==> config.mk <==
export PLATFORM = sky130hd
export DESIGN_NAME = pts_client_flat
export DESIGN_NICKNAME = d
export VERILOG_FILES = /design/src/pts_pkg.sv /design/src/pts_if.sv /design/src/pts_client.sv /design/src/flat_wrapper.sv
export SDC_FILE = /design/constraint.sdc
export NUM_CORES = 1
export LEC_CHECK = 0
export BUFFER_PORTS_ARGS = -buffer_cell sky130_fd_sc_hd__buf_4
export CORE_ASPECT_RATIO = 1.5
export CORE_MARGIN = 5
export CORE_UTILIZATION = 48
export CTS_CLUSTER_DIAMETER = 40
export DETAILED_ROUTE_END_ITERATION = 12
export PLACE_DENSITY = 0.77
export RECOVER_POWER = 100
export SYNTH_ARGS = -nofsm -noshare
export SYNTH_HDL_FRONTEND = slang
export SYNTH_SLANG_ARGS = --single-unit
==> constraint.sdc <==
create_clock -name pclk -period 3.7 [get_ports pclk]
set_input_delay 0 -clock pclk [delete_from_list [all_inputs] [get_ports pclk]]
set_output_delay 0 -clock pclk [all_outputs]
set_load 0.01 [all_outputs]
==> src/pts_pkg.sv <==
package pts_pkg;
    // time reference layout, shared by both ends
    localparam int TIME_W = 80;
    localparam int NS_W = 32;
    localparam int SEC_W = 48;
    localparam int TC_SIGN_BIT = 63;
    localparam int TC_NS_MSB = 62;
    localparam int TC_NS_LSB = 16;
    localparam int TC_NS_W = TC_NS_MSB - TC_NS_LSB + 1;
    localparam logic [32:0] NS_PER_SEC = 33'h03B9ACA00;
    // lane and fill geometry
    localparam int LANES = 20;
    localparam int LANE_W = 5;
    localparam int FILL_W = 7;
    localparam int OFS_W = 16;
    localparam int ADJ_W = 16;
    localparam logic [OFS_W:0] TC_CK_MARGIN = 17'h00022;
    // transmit timing operation codes
    localparam logic [1:0] OP_NONE = 2'h0;
    localparam logic [1:0] OP_ONE_STEP = 2'h1;
    localparam logic [1:0] OP_TWO_STEP = 2'h2;
    localparam logic [1:0] OP_RESERVED = 2'h3;
    // clock and default skew step per lane
    localparam int CLK_PERIOD_NS = 10;
    localparam logic [ADJ_W-1:0] LANE_SKEW_NS = 16'h0008;
    // client register offsets
    localparam logic [11:0] REG_CTRL = 12'h000;
    localparam logic [11:0] REG_STATUS = 12'h004;
    localparam logic [11:0] REG_IRQ_STAT = 12'h008;
    localparam logic [11:0] REG_IRQ_MASK = 12'h00C;
    localparam logic [11:0] REG_TIME0 = 12'h010;
    localparam logic [11:0] REG_TIME1 = 12'h014;
    localparam logic [11:0] REG_TIME2 = 12'h018;
    localparam logic [11:0] REG_CAP0 = 12'h01C;
    localparam logic [11:0] REG_CAP1 = 12'h020;
    localparam logic [11:0] REG_CAP2 = 12'h024;
    localparam logic [11:0] REG_FILL = 12'h028;
    localparam logic [11:0] REG_TX_OFS = 12'h02C;
    localparam logic [11:0] REG_TXS0 = 12'h030;
    localparam logic [11:0] REG_TXS1 = 12'h034;
    localparam logic [11:0] REG_TXS2 = 12'h038;
    // control fields
    localparam int CTRL_ADJ = 0;
    localparam int CTRL_TC = 1;
    localparam int CTRL_TXRST = 2;
    localparam int CTRL_UPD = 3;
    localparam int CTRL_OP_LSB = 4;
    localparam int CTRL_W = 6;
    localparam logic [CTRL_W-1:0] CTRL_RST = 6'h00;
    // interrupt fields
    localparam int IRQ_RXSOP = 0;
    localparam int IRQ_TXSTAMP = 1;
    localparam int IRQ_WRF = 2;
    localparam int IRQ_RDF = 3;
    localparam int IRQ_W = 4;
    localparam logic [IRQ_W-1:0] IRQ_RST = 4'h0;
    localparam int FILL_RD_LSB = 8;
endpackage : pts_pkg

==> src/pts_if.sv <==
`timescale 1ns/1ns
interface pts_if;
    // client to device
    logic [pts_pkg::TIME_W-1:0] time_ref;
    logic tc_mode;
    logic [1:0] tx_timing_operation_select;
    logic tx_adjust_mode;
    logic tx_path_reset;
    logic [pts_pkg::OFS_W-1:0] tx_tstamp_ofs;
    logic [pts_pkg::OFS_W-1:0] tx_chksum_ofs;
    logic tx_upd_chksum;
    // device to client
    logic rx_sop;
    logic [pts_pkg::TIME_W-1:0] rx_cap_time;
    logic [pts_pkg::LANE_W-1:0] rx_sop_lane;
    logic [pts_pkg::LANES*pts_pkg::FILL_W-1:0] rx_lane_fill;
    logic tx_stamp_valid;
    logic [pts_pkg::TIME_W-1:0] tx_stamp;
    logic tx_wr_fault;
    logic tx_rd_fault;

    modport dev (
        input time_ref, tc_mode, tx_timing_operation_select,
        input tx_adjust_mode, tx_path_reset, tx_tstamp_ofs,
        input tx_chksum_ofs, tx_upd_chksum,
        output rx_sop, rx_cap_time, rx_sop_lane, rx_lane_fill,
        output tx_stamp_valid, tx_stamp, tx_wr_fault, tx_rd_fault
    );
    modport cli (
        output time_ref, tc_mode, tx_timing_operation_select,
        output tx_adjust_mode, tx_path_reset, tx_tstamp_ofs,
        output tx_chksum_ofs, tx_upd_chksum,
        input rx_sop, rx_cap_time, rx_sop_lane, rx_lane_fill,
        input tx_stamp_valid, tx_stamp, tx_wr_fault, tx_rd_fault
    );
endinterface : pts_if

==> src/pts_client.sv <==
// The APB register port and the register addresses were chosen for this implementation.
`timescale 1ns/1ns
module pts_client (
    input wire logic pclk,
    input wire logic presetn,
    pts_if.cli link,
    input wire logic psel,
    input wire logic penable,
    input wire logic pwrite,
    input wire logic [11:0] paddr,
    input wire logic [31:0] pwdata,
    output logic [31:0] prdata,
    output logic pready,
    output logic pslverr,
    output logic irq
);
    logic [pts_pkg::CTRL_W-1:0] ctrl_reg;
    logic [pts_pkg::IRQ_W-1:0] stat_reg, stat_next, mask_reg;
    logic [pts_pkg::TIME_W-1:0] time_reg, time_next, cap_reg, txs_reg;
    logic [pts_pkg::LANE_W-1:0] cap_lane_reg, fill_sel_reg;
    logic [31:0] ofs_reg, rd_mux;
    logic [1:0] fault_d_reg;
    logic pready_reg, pslverr_reg, irq_reg;
    logic [31:0] prdata_reg;
    logic [1:0] op_sel;
    logic [pts_pkg::OFS_W:0] ck_limit;
    logic [pts_pkg::FILL_W-1:0] fill_rd;
    logic [32:0] ns_sum;
    logic [pts_pkg::TC_NS_W-1:0] tc_ns;
    logic setup, wr_fire, hit;
    logic [pts_pkg::IRQ_W-1:0] ev_set, w1c;

    // zero-wait slave: answer is prepared during the setup cycle
    assign setup = psel & ~penable;
    assign wr_fire = psel & penable & pready_reg & pwrite;

    // reserved code never reaches the device
    assign op_sel = (ctrl_reg[pts_pkg::CTRL_OP_LSB +: 2] ==
                     pts_pkg::OP_RESERVED) ? pts_pkg::OP_NONE
                    : ctrl_reg[pts_pkg::CTRL_OP_LSB +: 2];

    assign ck_limit = {1'b0, ofs_reg[31:16]} + pts_pkg::TC_CK_MARGIN;
    assign link.tx_tstamp_ofs = (ctrl_reg[pts_pkg::CTRL_TC] &&
        ctrl_reg[pts_pkg::CTRL_UPD] && op_sel == pts_pkg::OP_ONE_STEP &&
        {1'b0, ofs_reg[15:0]} > ck_limit) ? ck_limit[15:0] : ofs_reg[15:0];

    // control wires toward the device, all from registers
    assign link.time_ref = time_reg;
    assign link.tc_mode = ctrl_reg[pts_pkg::CTRL_TC];
    assign link.tx_timing_operation_select = op_sel;
    assign link.tx_adjust_mode = ctrl_reg[pts_pkg::CTRL_ADJ];
    assign link.tx_path_reset = ctrl_reg[pts_pkg::CTRL_TXRST];
    assign link.tx_chksum_ofs = ofs_reg[31:16];
    assign link.tx_upd_chksum = ctrl_reg[pts_pkg::CTRL_UPD];

    // time counter on the receive clock
    assign ns_sum = {1'b0, time_reg[31:0]} + 33'(pts_pkg::CLK_PERIOD_NS);
    assign tc_ns = time_reg[pts_pkg::TC_NS_MSB:pts_pkg::TC_NS_LSB] +
                   pts_pkg::TC_NS_W'(pts_pkg::CLK_PERIOD_NS);
    assign time_next = ctrl_reg[pts_pkg::CTRL_TC]
        ? {time_reg[79:63], tc_ns, time_reg[15:0]}
        : (ns_sum >= pts_pkg::NS_PER_SEC)
        ? {time_reg[79:32] + 48'h1, 32'(ns_sum - pts_pkg::NS_PER_SEC)}
        : {time_reg[79:32], ns_sum[31:0]};

    // events; a set in the clearing cycle wins
    assign ev_set = {link.tx_rd_fault & ~fault_d_reg[1],
                     link.tx_wr_fault & ~fault_d_reg[0],
                     link.tx_stamp_valid, link.rx_sop};
    assign w1c = (wr_fire && paddr == pts_pkg::REG_IRQ_STAT)
                 ? pwdata[pts_pkg::IRQ_W-1:0] : pts_pkg::IRQ_RST;
    assign stat_next = (stat_reg & ~w1c) | ev_set;

    // read decode
    assign fill_rd = link.rx_lane_fill[fill_sel_reg * pts_pkg::FILL_W +:
                                       pts_pkg::FILL_W];
    assign hit = paddr inside {pts_pkg::REG_CTRL, pts_pkg::REG_STATUS,
        pts_pkg::REG_IRQ_STAT, pts_pkg::REG_IRQ_MASK, pts_pkg::REG_TIME0,
        pts_pkg::REG_TIME1, pts_pkg::REG_TIME2, pts_pkg::REG_CAP0,
        pts_pkg::REG_CAP1, pts_pkg::REG_CAP2, pts_pkg::REG_FILL,
        pts_pkg::REG_TX_OFS, pts_pkg::REG_TXS0, pts_pkg::REG_TXS1,
        pts_pkg::REG_TXS2};
    always_comb begin
        rd_mux = 32'h0;
        unique case (paddr)
            pts_pkg::REG_CTRL: rd_mux = 32'(ctrl_reg);
            pts_pkg::REG_STATUS:
                rd_mux = {30'h0, link.tx_rd_fault, link.tx_wr_fault};
            pts_pkg::REG_IRQ_STAT: rd_mux = 32'(stat_reg);
            pts_pkg::REG_IRQ_MASK: rd_mux = 32'(mask_reg);
            pts_pkg::REG_TIME0: rd_mux = time_reg[31:0];
            pts_pkg::REG_TIME1: rd_mux = time_reg[63:32];
            pts_pkg::REG_TIME2: rd_mux = {16'h0, time_reg[79:64]};
            pts_pkg::REG_CAP0: rd_mux = cap_reg[31:0];
            pts_pkg::REG_CAP1: rd_mux = cap_reg[63:32];
            pts_pkg::REG_CAP2:
                rd_mux = {11'h0, cap_lane_reg, cap_reg[79:64]};
            pts_pkg::REG_FILL: rd_mux = {17'h0, fill_rd,
                                         3'h0, fill_sel_reg};
            pts_pkg::REG_TX_OFS: rd_mux = ofs_reg;
            pts_pkg::REG_TXS0: rd_mux = txs_reg[31:0];
            pts_pkg::REG_TXS1: rd_mux = txs_reg[63:32];
            pts_pkg::REG_TXS2: rd_mux = {16'h0, txs_reg[79:64]};
            default: rd_mux = 32'h0;
        endcase
    end

    // bus answer flops
    always_ff @(posedge pclk or negedge presetn) begin
        if (!presetn) begin
            pready_reg <= 1'b0;
            pslverr_reg <= 1'b0;
            prdata_reg <= 32'h0;
        end else begin
            pready_reg <= setup;
            pslverr_reg <= setup & ~hit;
            prdata_reg <= (setup && !pwrite) ? rd_mux : 32'h0;
        end
    end

    // software registers; a write to time overrides the advance
    always_ff @(posedge pclk or negedge presetn) begin
        if (!presetn) begin
            ctrl_reg <= pts_pkg::CTRL_RST;
            mask_reg <= pts_pkg::IRQ_RST;
            ofs_reg <= 32'h0;
            fill_sel_reg <= '0;
            time_reg <= '0;
        end else begin
            time_reg <= time_next;
            if (wr_fire) begin
                unique case (paddr)
                    pts_pkg::REG_CTRL: ctrl_reg <= pwdata[5:0];
                    pts_pkg::REG_IRQ_MASK: mask_reg <= pwdata[3:0];
                    pts_pkg::REG_TX_OFS: ofs_reg <= pwdata;
                    pts_pkg::REG_FILL: fill_sel_reg <= (pwdata[4:0] <
                        5'(pts_pkg::LANES)) ? pwdata[4:0] : fill_sel_reg;
                    pts_pkg::REG_TIME0: time_reg[31:0] <= pwdata;
                    pts_pkg::REG_TIME1: time_reg[63:32] <= pwdata;
                    pts_pkg::REG_TIME2: time_reg[79:64] <= pwdata[15:0];
                    default: ;
                endcase
            end
        end
    end

    // captures from the device and interrupt state
    always_ff @(posedge pclk or negedge presetn) begin
        if (!presetn) begin
            cap_reg <= '0;
            cap_lane_reg <= '0;
            txs_reg <= '0;
            stat_reg <= pts_pkg::IRQ_RST;
            fault_d_reg <= 2'h0;
            irq_reg <= 1'b0;
        end else begin
            if (link.rx_sop) begin
                cap_reg <= link.rx_cap_time;
                cap_lane_reg <= link.rx_sop_lane;
            end
            if (link.tx_stamp_valid) txs_reg <= link.tx_stamp;
            stat_reg <= stat_next;
            fault_d_reg <= {link.tx_rd_fault, link.tx_wr_fault};
            irq_reg <= |(stat_next & mask_reg);
        end
    end

    assign prdata = prdata_reg;
    assign pready = pready_reg;
    assign pslverr = pslverr_reg;
    assign irq = irq_reg;
endmodule : pts_client

==> src/flat_wrapper.sv <==
// flat-port wrapper written by rule: the top's interface ports become plain ports
module pts_client_flat 
  (pclk, presetn, psel, penable, pwrite, paddr, pwdata, prdata, pready, pslverr, irq, link_time_ref, link_tc_mode, link_tx_timing_operation_select, link_tx_adjust_mode, link_tx_path_reset, link_tx_tstamp_ofs, link_tx_chksum_ofs, link_tx_upd_chksum, link_rx_sop, link_rx_cap_time, link_rx_sop_lane, link_rx_lane_fill, link_tx_stamp_valid, link_tx_stamp, link_tx_wr_fault, link_tx_rd_fault);
  pts_if link_i ();
  input wire logic pclk;
  input wire logic presetn;
  input wire logic psel;
  input wire logic penable;
  input wire logic pwrite;
  input wire logic [11:0] paddr;
  input wire logic [31:0] pwdata;
  output logic [31:0] prdata;
  output logic pready;
  output logic pslverr;
  output logic irq;
  output wire logic [$bits(link_i.time_ref)-1:0] link_time_ref;
  output wire logic [$bits(link_i.tc_mode)-1:0] link_tc_mode;
  output wire logic [$bits(link_i.tx_timing_operation_select)-1:0] link_tx_timing_operation_select;
  output wire logic [$bits(link_i.tx_adjust_mode)-1:0] link_tx_adjust_mode;
  output wire logic [$bits(link_i.tx_path_reset)-1:0] link_tx_path_reset;
  output wire logic [$bits(link_i.tx_tstamp_ofs)-1:0] link_tx_tstamp_ofs;
  output wire logic [$bits(link_i.tx_chksum_ofs)-1:0] link_tx_chksum_ofs;
  output wire logic [$bits(link_i.tx_upd_chksum)-1:0] link_tx_upd_chksum;
  input wire logic [$bits(link_i.rx_sop)-1:0] link_rx_sop;
  input wire logic [$bits(link_i.rx_cap_time)-1:0] link_rx_cap_time;
  input wire logic [$bits(link_i.rx_sop_lane)-1:0] link_rx_sop_lane;
  input wire logic [$bits(link_i.rx_lane_fill)-1:0] link_rx_lane_fill;
  input wire logic [$bits(link_i.tx_stamp_valid)-1:0] link_tx_stamp_valid;
  input wire logic [$bits(link_i.tx_stamp)-1:0] link_tx_stamp;
  input wire logic [$bits(link_i.tx_wr_fault)-1:0] link_tx_wr_fault;
  input wire logic [$bits(link_i.tx_rd_fault)-1:0] link_tx_rd_fault;
  assign link_time_ref = link_i.time_ref;
  assign link_tc_mode = link_i.tc_mode;
  assign link_tx_timing_operation_select = link_i.tx_timing_operation_select;
  assign link_tx_adjust_mode = link_i.tx_adjust_mode;
  assign link_tx_path_reset = link_i.tx_path_reset;
  assign link_tx_tstamp_ofs = link_i.tx_tstamp_ofs;
  assign link_tx_chksum_ofs = link_i.tx_chksum_ofs;
  assign link_tx_upd_chksum = link_i.tx_upd_chksum;
  assign link_i.rx_sop = link_rx_sop;
  assign link_i.rx_cap_time = link_rx_cap_time;
  assign link_i.rx_sop_lane = link_rx_sop_lane;
  assign link_i.rx_lane_fill = link_rx_lane_fill;
  assign link_i.tx_stamp_valid = link_tx_stamp_valid;
  assign link_i.tx_stamp = link_tx_stamp;
  assign link_i.tx_wr_fault = link_tx_wr_fault;
  assign link_i.tx_rd_fault = link_tx_rd_fault;
  pts_client u_core (.pclk(pclk), .presetn(presetn), .link(link_i), .psel(psel), .penable(penable), .pwrite(pwrite), .paddr(paddr), .pwdata(pwdata), .prdata(prdata), .pready(pready), .pslverr(pslverr), .irq(irq));
endmodule
==> metrics.txt <==
# TYPE chip_impl_metric gauge
chip_impl_metric{name="setup_viol",unit=""} 77
chip_impl_info{name="cp_slowest_cell",value="sky130_fd_sc_hd__or4_4"} 1
chip_impl_metric{name="filler_cell_count",unit=""} 2564
chip_impl_metric{name="power.clock.fraction",unit="%"} 27.5
chip_impl_metric{name="clk_transition_reported_paths",unit="ns"} 0.06
chip_impl_metric{name="grt_pass1_wl",unit="µm"} 137000
chip_impl_metric{name="ys_seq_elements",unit=""} 333
chip_impl_metric{name="finalCoreUtilization",unit="%"} 74.9
chip_impl_metric{name="synthesis.yosys.warnings",unit=""} 0
chip_impl_metric{name="htree_levels",unit=""} 2
chip_impl_metric{name="max-cap-violations",unit=""} 4
chip_impl_metric{name="dpl.cell_count",unit=""} 2807
chip_impl_metric{name="crit_arrival",unit="ns"} 4.22
chip_impl_metric{name="netlist_area",unit="µm²"} 18700
chip_impl_info{name="run_status",value="finished with violations"} 1
chip_impl_metric{name="fin_tns_setup",unit="ns"} -17.24
chip_impl_metric{name="grt.total_usage",unit="%"} 42.9
chip_impl_metric{name="critical-path-max-stage-delay",unit="ns"} 0.50
chip_impl_metric{name="pin_count_of_the_biggest_net_entering_global_routing",unit=""} 97
chip_impl_metric{name="netlist-cell-type-count",unit=""} 76
chip_impl_info{name="worstSetupStartpointType",value="register"} 1
chip_impl_metric{name="timing.slew.headroom",unit="%"} -73.0
chip_impl_metric{name="num_rows",unit=""} 88
chip_impl_info{name="yosysMostFrequentCell",value="sky130_fd_sc_hd__dfrtp_1"} 1
chip_impl_metric{name="proportion_of_total_power_due_to_net_switching",unit="%"} 36.8
chip_impl_metric{name="drt_total_wl",unit="µm"} 98600
chip_impl_info{name="ys_top_cells_by_count",value="sky130_fd_sc_hd__dfrtp_1, sky130_fd_sc_hd__mux2_2, sky130_fd_sc_hd__nand2_1, sky130_fd_sc_hd__o21ai_0, sky130_fd_sc_hd__clkbuf_1"} 1
chip_impl_metric{name="max-clock-path-buffers",unit=""} 3
chip_impl_metric{name="worst_max_slew_pin_slew",unit="ns"} 2.60
chip_impl_info{name="yosys-top-cells-area",value="sky130_fd_sc_hd__dfrtp_1, sky130_fd_sc_hd__mux2_2, sky130_fd_sc_hd__mux4_2, sky130_fd_sc_hd__nand2_1, sky130_fd_sc_hd__xnor2_1"} 1
chip_impl_info{name="synthFlopType",value="sky130_fd_sc_hd__dfrtp_1"} 1
chip_impl_metric{name="fin_worst_skew",unit="ns"} 0.0260
chip_impl_metric{name="cell_internal_pwr",unit="µW"} 9510
chip_impl_metric{name="proportion_of_register_bits_with_asynchronous_set_or_reset_after_synthesis",unit="%"} 100
chip_impl_metric{name="min_delay_path_depth",unit=""} 5
chip_impl_metric{name="floorplan.initialDensity",unit="%"} 48.5
chip_impl_metric{name="antenna_found_initial",unit=""} 9
chip_impl_metric{name="power_frac_seq",unit="%"} 29.8
chip_impl_metric{name="io_buffer_count",unit=""} 510
chip_impl_metric{name="floorplan.io_pins",unit=""} 511
chip_impl_metric{name="report.final.hold_viol_count",unit=""} 0
chip_impl_metric{name="gp_congestion",unit=""} 1.01
chip_impl_metric{name="post-synth-top-area-fraction",unit="%"} 44.6
chip_impl_metric{name="critical_path_peak_fanout",unit=""} 6
chip_impl_metric{name="final_clock_period_utilization_by_the_worst_path",unit="%"} 114
chip_impl_metric{name="layout_cell_share_with_drive_strength_beyond_1",unit="%"} 41.8
chip_impl_metric{name="final_critical_path_setup_slack",unit="ns"} -0.525
chip_impl_metric{name="synth-seq-area-share",unit="%"} 44.6
chip_impl_info{name="tritoncts",value="done"} 1
chip_impl_metric{name="postSynthAreaPerCell",unit="µm²"} 10.7
chip_impl_info{name="ctsRootBufferMaster",value="sky130_fd_sc_hd__clkbuf_16"} 1
chip_impl_info{name="timing.setup.critical_path_class",value="register to output port"} 1
chip_impl_info{name="crit_path_cell_trace",value="ha_2 -> nand3_2 -> nand2b_1 -> nor3b_4 -> buf_6 -> and3_4 -> xnor2_4 -> ha_4 -> nand4_1 -> or4_4 -> nand4_1 -> a311oi_2 -> o21ai_2 -> buf_6 -> buf_8 -> mux2i_2 -> buf_4"} 1
chip_impl_metric{name="synth_net_count",unit=""} 2127
chip_impl_metric{name="grt_pass1_vias",unit=""} 21700
chip_impl_metric{name="clock_sinks",unit=""} 333
chip_impl_metric{name="fp.dieArea",unit="µm²"} 43100
chip_impl_metric{name="final_cells",unit=""} 3151
chip_impl_metric{name="max-vdd-ir-drop",unit="V"} 0.000487
chip_impl_metric{name="cellPowerDensity",unit="nW/µm²"} 521
chip_impl_metric{name="number_of_vias_after_detailed_routing",unit=""} 20700
chip_impl_metric{name="drc_violation_count_after_routing",unit=""} 0
chip_impl_info{name="failed_checks",value="capacitance limit, slew limit, setup timing"} 1
chip_impl_metric{name="synth_edf_count",unit=""} 0
chip_impl_metric{name="fmax",unit="MHz"} 237
chip_impl_metric{name="post-place-ws",unit="ns"} -0.219
chip_impl_metric{name="sum_of_overflow_across_all_layers_after_global_routing",unit=""} 0
chip_impl_info{name="yosysTopAreaCell",value="sky130_fd_sc_hd__dfrtp_1"} 1
chip_impl_metric{name="p_switching",unit="µW"} 5530
chip_impl_metric{name="leakage_power",unit="µW"} 0.0123
chip_impl_metric{name="finish.net_count",unit=""} 2998
chip_impl_metric{name="placeableCoreArea",unit="µm²"} 38500
chip_impl_metric{name="die_w",unit="µm"} 171
chip_impl_metric{name="chipHeight",unit="µm"} 252
chip_impl_metric{name="power.share.combinational",unit="%"} 42.7
chip_impl_metric{name="clk_latency",unit="ns"} 0.58
chip_impl_metric{name="dpl.hpwl",unit="µm"} 68700
chip_impl_info{name="crit_path_end_kind",value="output port"} 1
chip_impl_metric{name="r2r.worst_path.cells",unit=""} 13
chip_impl_metric{name="viasPerCell",unit=""} 6.56
chip_impl_metric{name="finalWorstPathRequiredPeriod",unit="ns"} 4.22
chip_impl_metric{name="final_antenna_net_count",unit=""} 0
chip_impl_metric{name="post_drt_wl_per_cell",unit="µm"} 31.3
chip_impl_metric{name="worst-r2r-setup-slack",unit="ns"} -0.40
chip_impl_info{name="min-delay-path-class",value="primary input to register"} 1
chip_impl_metric{name="cts-buffers-inserted",unit=""} 40
chip_impl_metric{name="dr.first_iter.drc_count",unit=""} 2895
chip_impl_metric{name="synth_cells",unit=""} 1748
chip_impl_info{name="setup_repair_after_global_routing_missed_its_margin",value="yes"} 1
chip_impl_metric{name="maxSlewViolCount",unit=""} 238
chip_impl_metric{name="critPathRequiredTime",unit="ns"} 3.70
chip_impl_metric{name="flow.area_growth_from_synthesis",unit="%"} 54.3
chip_impl_metric{name="drt-pass1-iter-count",unit=""} 9
-- logic make-up after synthesis --
kind of cell,synth area share (%)
compound gates,14.7
xor+xnor,5.11
fa+ha+maj,1.41
buf+inv,3.93
flops,44.6
mux,18.1
simple gates,12.2
-- cell type report --
class                           instances  area [µm²]  share of cell area (%)
Clock buffer                           52        1090                    3.77
Inverter                               40         150                   0.521
Multi-Input combinational cell       1242       10700                    36.9
Clock inverter                         20         273                   0.946
Timing Repair Buffer                  962        7700                    26.7
Antenna cell                            7        17.5                  0.0607
Sequential cell                       333        8340                    28.9
Tap cell                              495         619                    2.15
-- through the flow --
stage	area, µm²	power (µW)	hold WS [ns]
6_report	28800	15000	0.0585
3_3_place_gp	24100	9430	0.0730
4_1_cts	28200	13900	0.00734
3_5_place_dp	24100	9500	0.0744
2_1_floorplan	18700	6840	-0.296
5_1_grt	28800	15500	0.128
-- timing repair --
action | CTS | global route
buffers inserted | 16 | 24
hold buffers | 222 | 0
gates resized for setup | 73 | 187
setup endpoints to repair | 68 | 84
cloned | 2 | 3
pin swaps | 25 | 85
endpoints found under the hold margin | 389 | 0
-- worst max-delay path: cells and delay by family, from the launching register on --
| family | cells | cell delay (ns) |
|---|---|---|
| fa+ha+maj | 2 | 0.53 |
| mux | 1 | 0.27 |
| flops | 1 | 0.41 |
| simple gates | 7 | 1.49 |
| buf+inv | 4 | 0.65 |
| compound gates | 2 | 0.20 |
| xor+xnor | 1 | 0.10 |
-- layout by cell type (no fill, tap or decap), types with 44 or more instances in the layout --
cell type	count
sky130_fd_sc_hd__buf_4	599
sky130_fd_sc_hd__dfrtp_1	327
sky130_fd_sc_hd__dlygate4sd3_1	222
sky130_fd_sc_hd__mux2_2	187
sky130_fd_sc_hd__nand2_1	134
sky130_fd_sc_hd__clkbuf_1	97
sky130_fd_sc_hd__nor2_1	79
sky130_fd_sc_hd__o21ai_0	54
sky130_fd_sc_hd__xnor2_1	49
sky130_fd_sc_hd__nand3_1	48
sky130_fd_sc_hd__a21oi_1	47
sky130_fd_sc_hd__a222oi_1	44
-- power groups by stage --
stage          sequential, µW  combinational, µW  clock [µW]
4_1_cts                  4440               5390        4080
2_1_floorplan            4480               2360           0
5_1_grt                  4500               6720        4260
6_report                 4480               6430        4130
3_3_place_gp             4480               4960           0
3_5_place_dp             4490               5010           0
-- path summary, 6_finish.rpt --
path                                          start                        to
setup / recovery                 u_core.ofs_reg[17]    link_tx_tstamp_ofs[10]
hold / removal                             paddr[3]        u_core.stat_reg[0]
setup reg to reg           u_core.link.time_ref[44]  u_core.link.time_ref[69]
hold reg to reg               u_core.fault_d_reg[1]        u_core.stat_reg[3]
max in group asynchronous                   presetn         u_core.ofs_reg[0]
min in group asynchronous                   presetn        u_core.cap_reg[32]
-- layer usage --
metal	wire [µm]	track usage, %	vias to the layer above
li1	-	-	8329
met1	28600	41.9	9990
met2	48100	73.3	1716
met3	9110	9.04	637
met4	12800	41.6	2
met5	8	0	-
(Power assumes the default switching activity.)
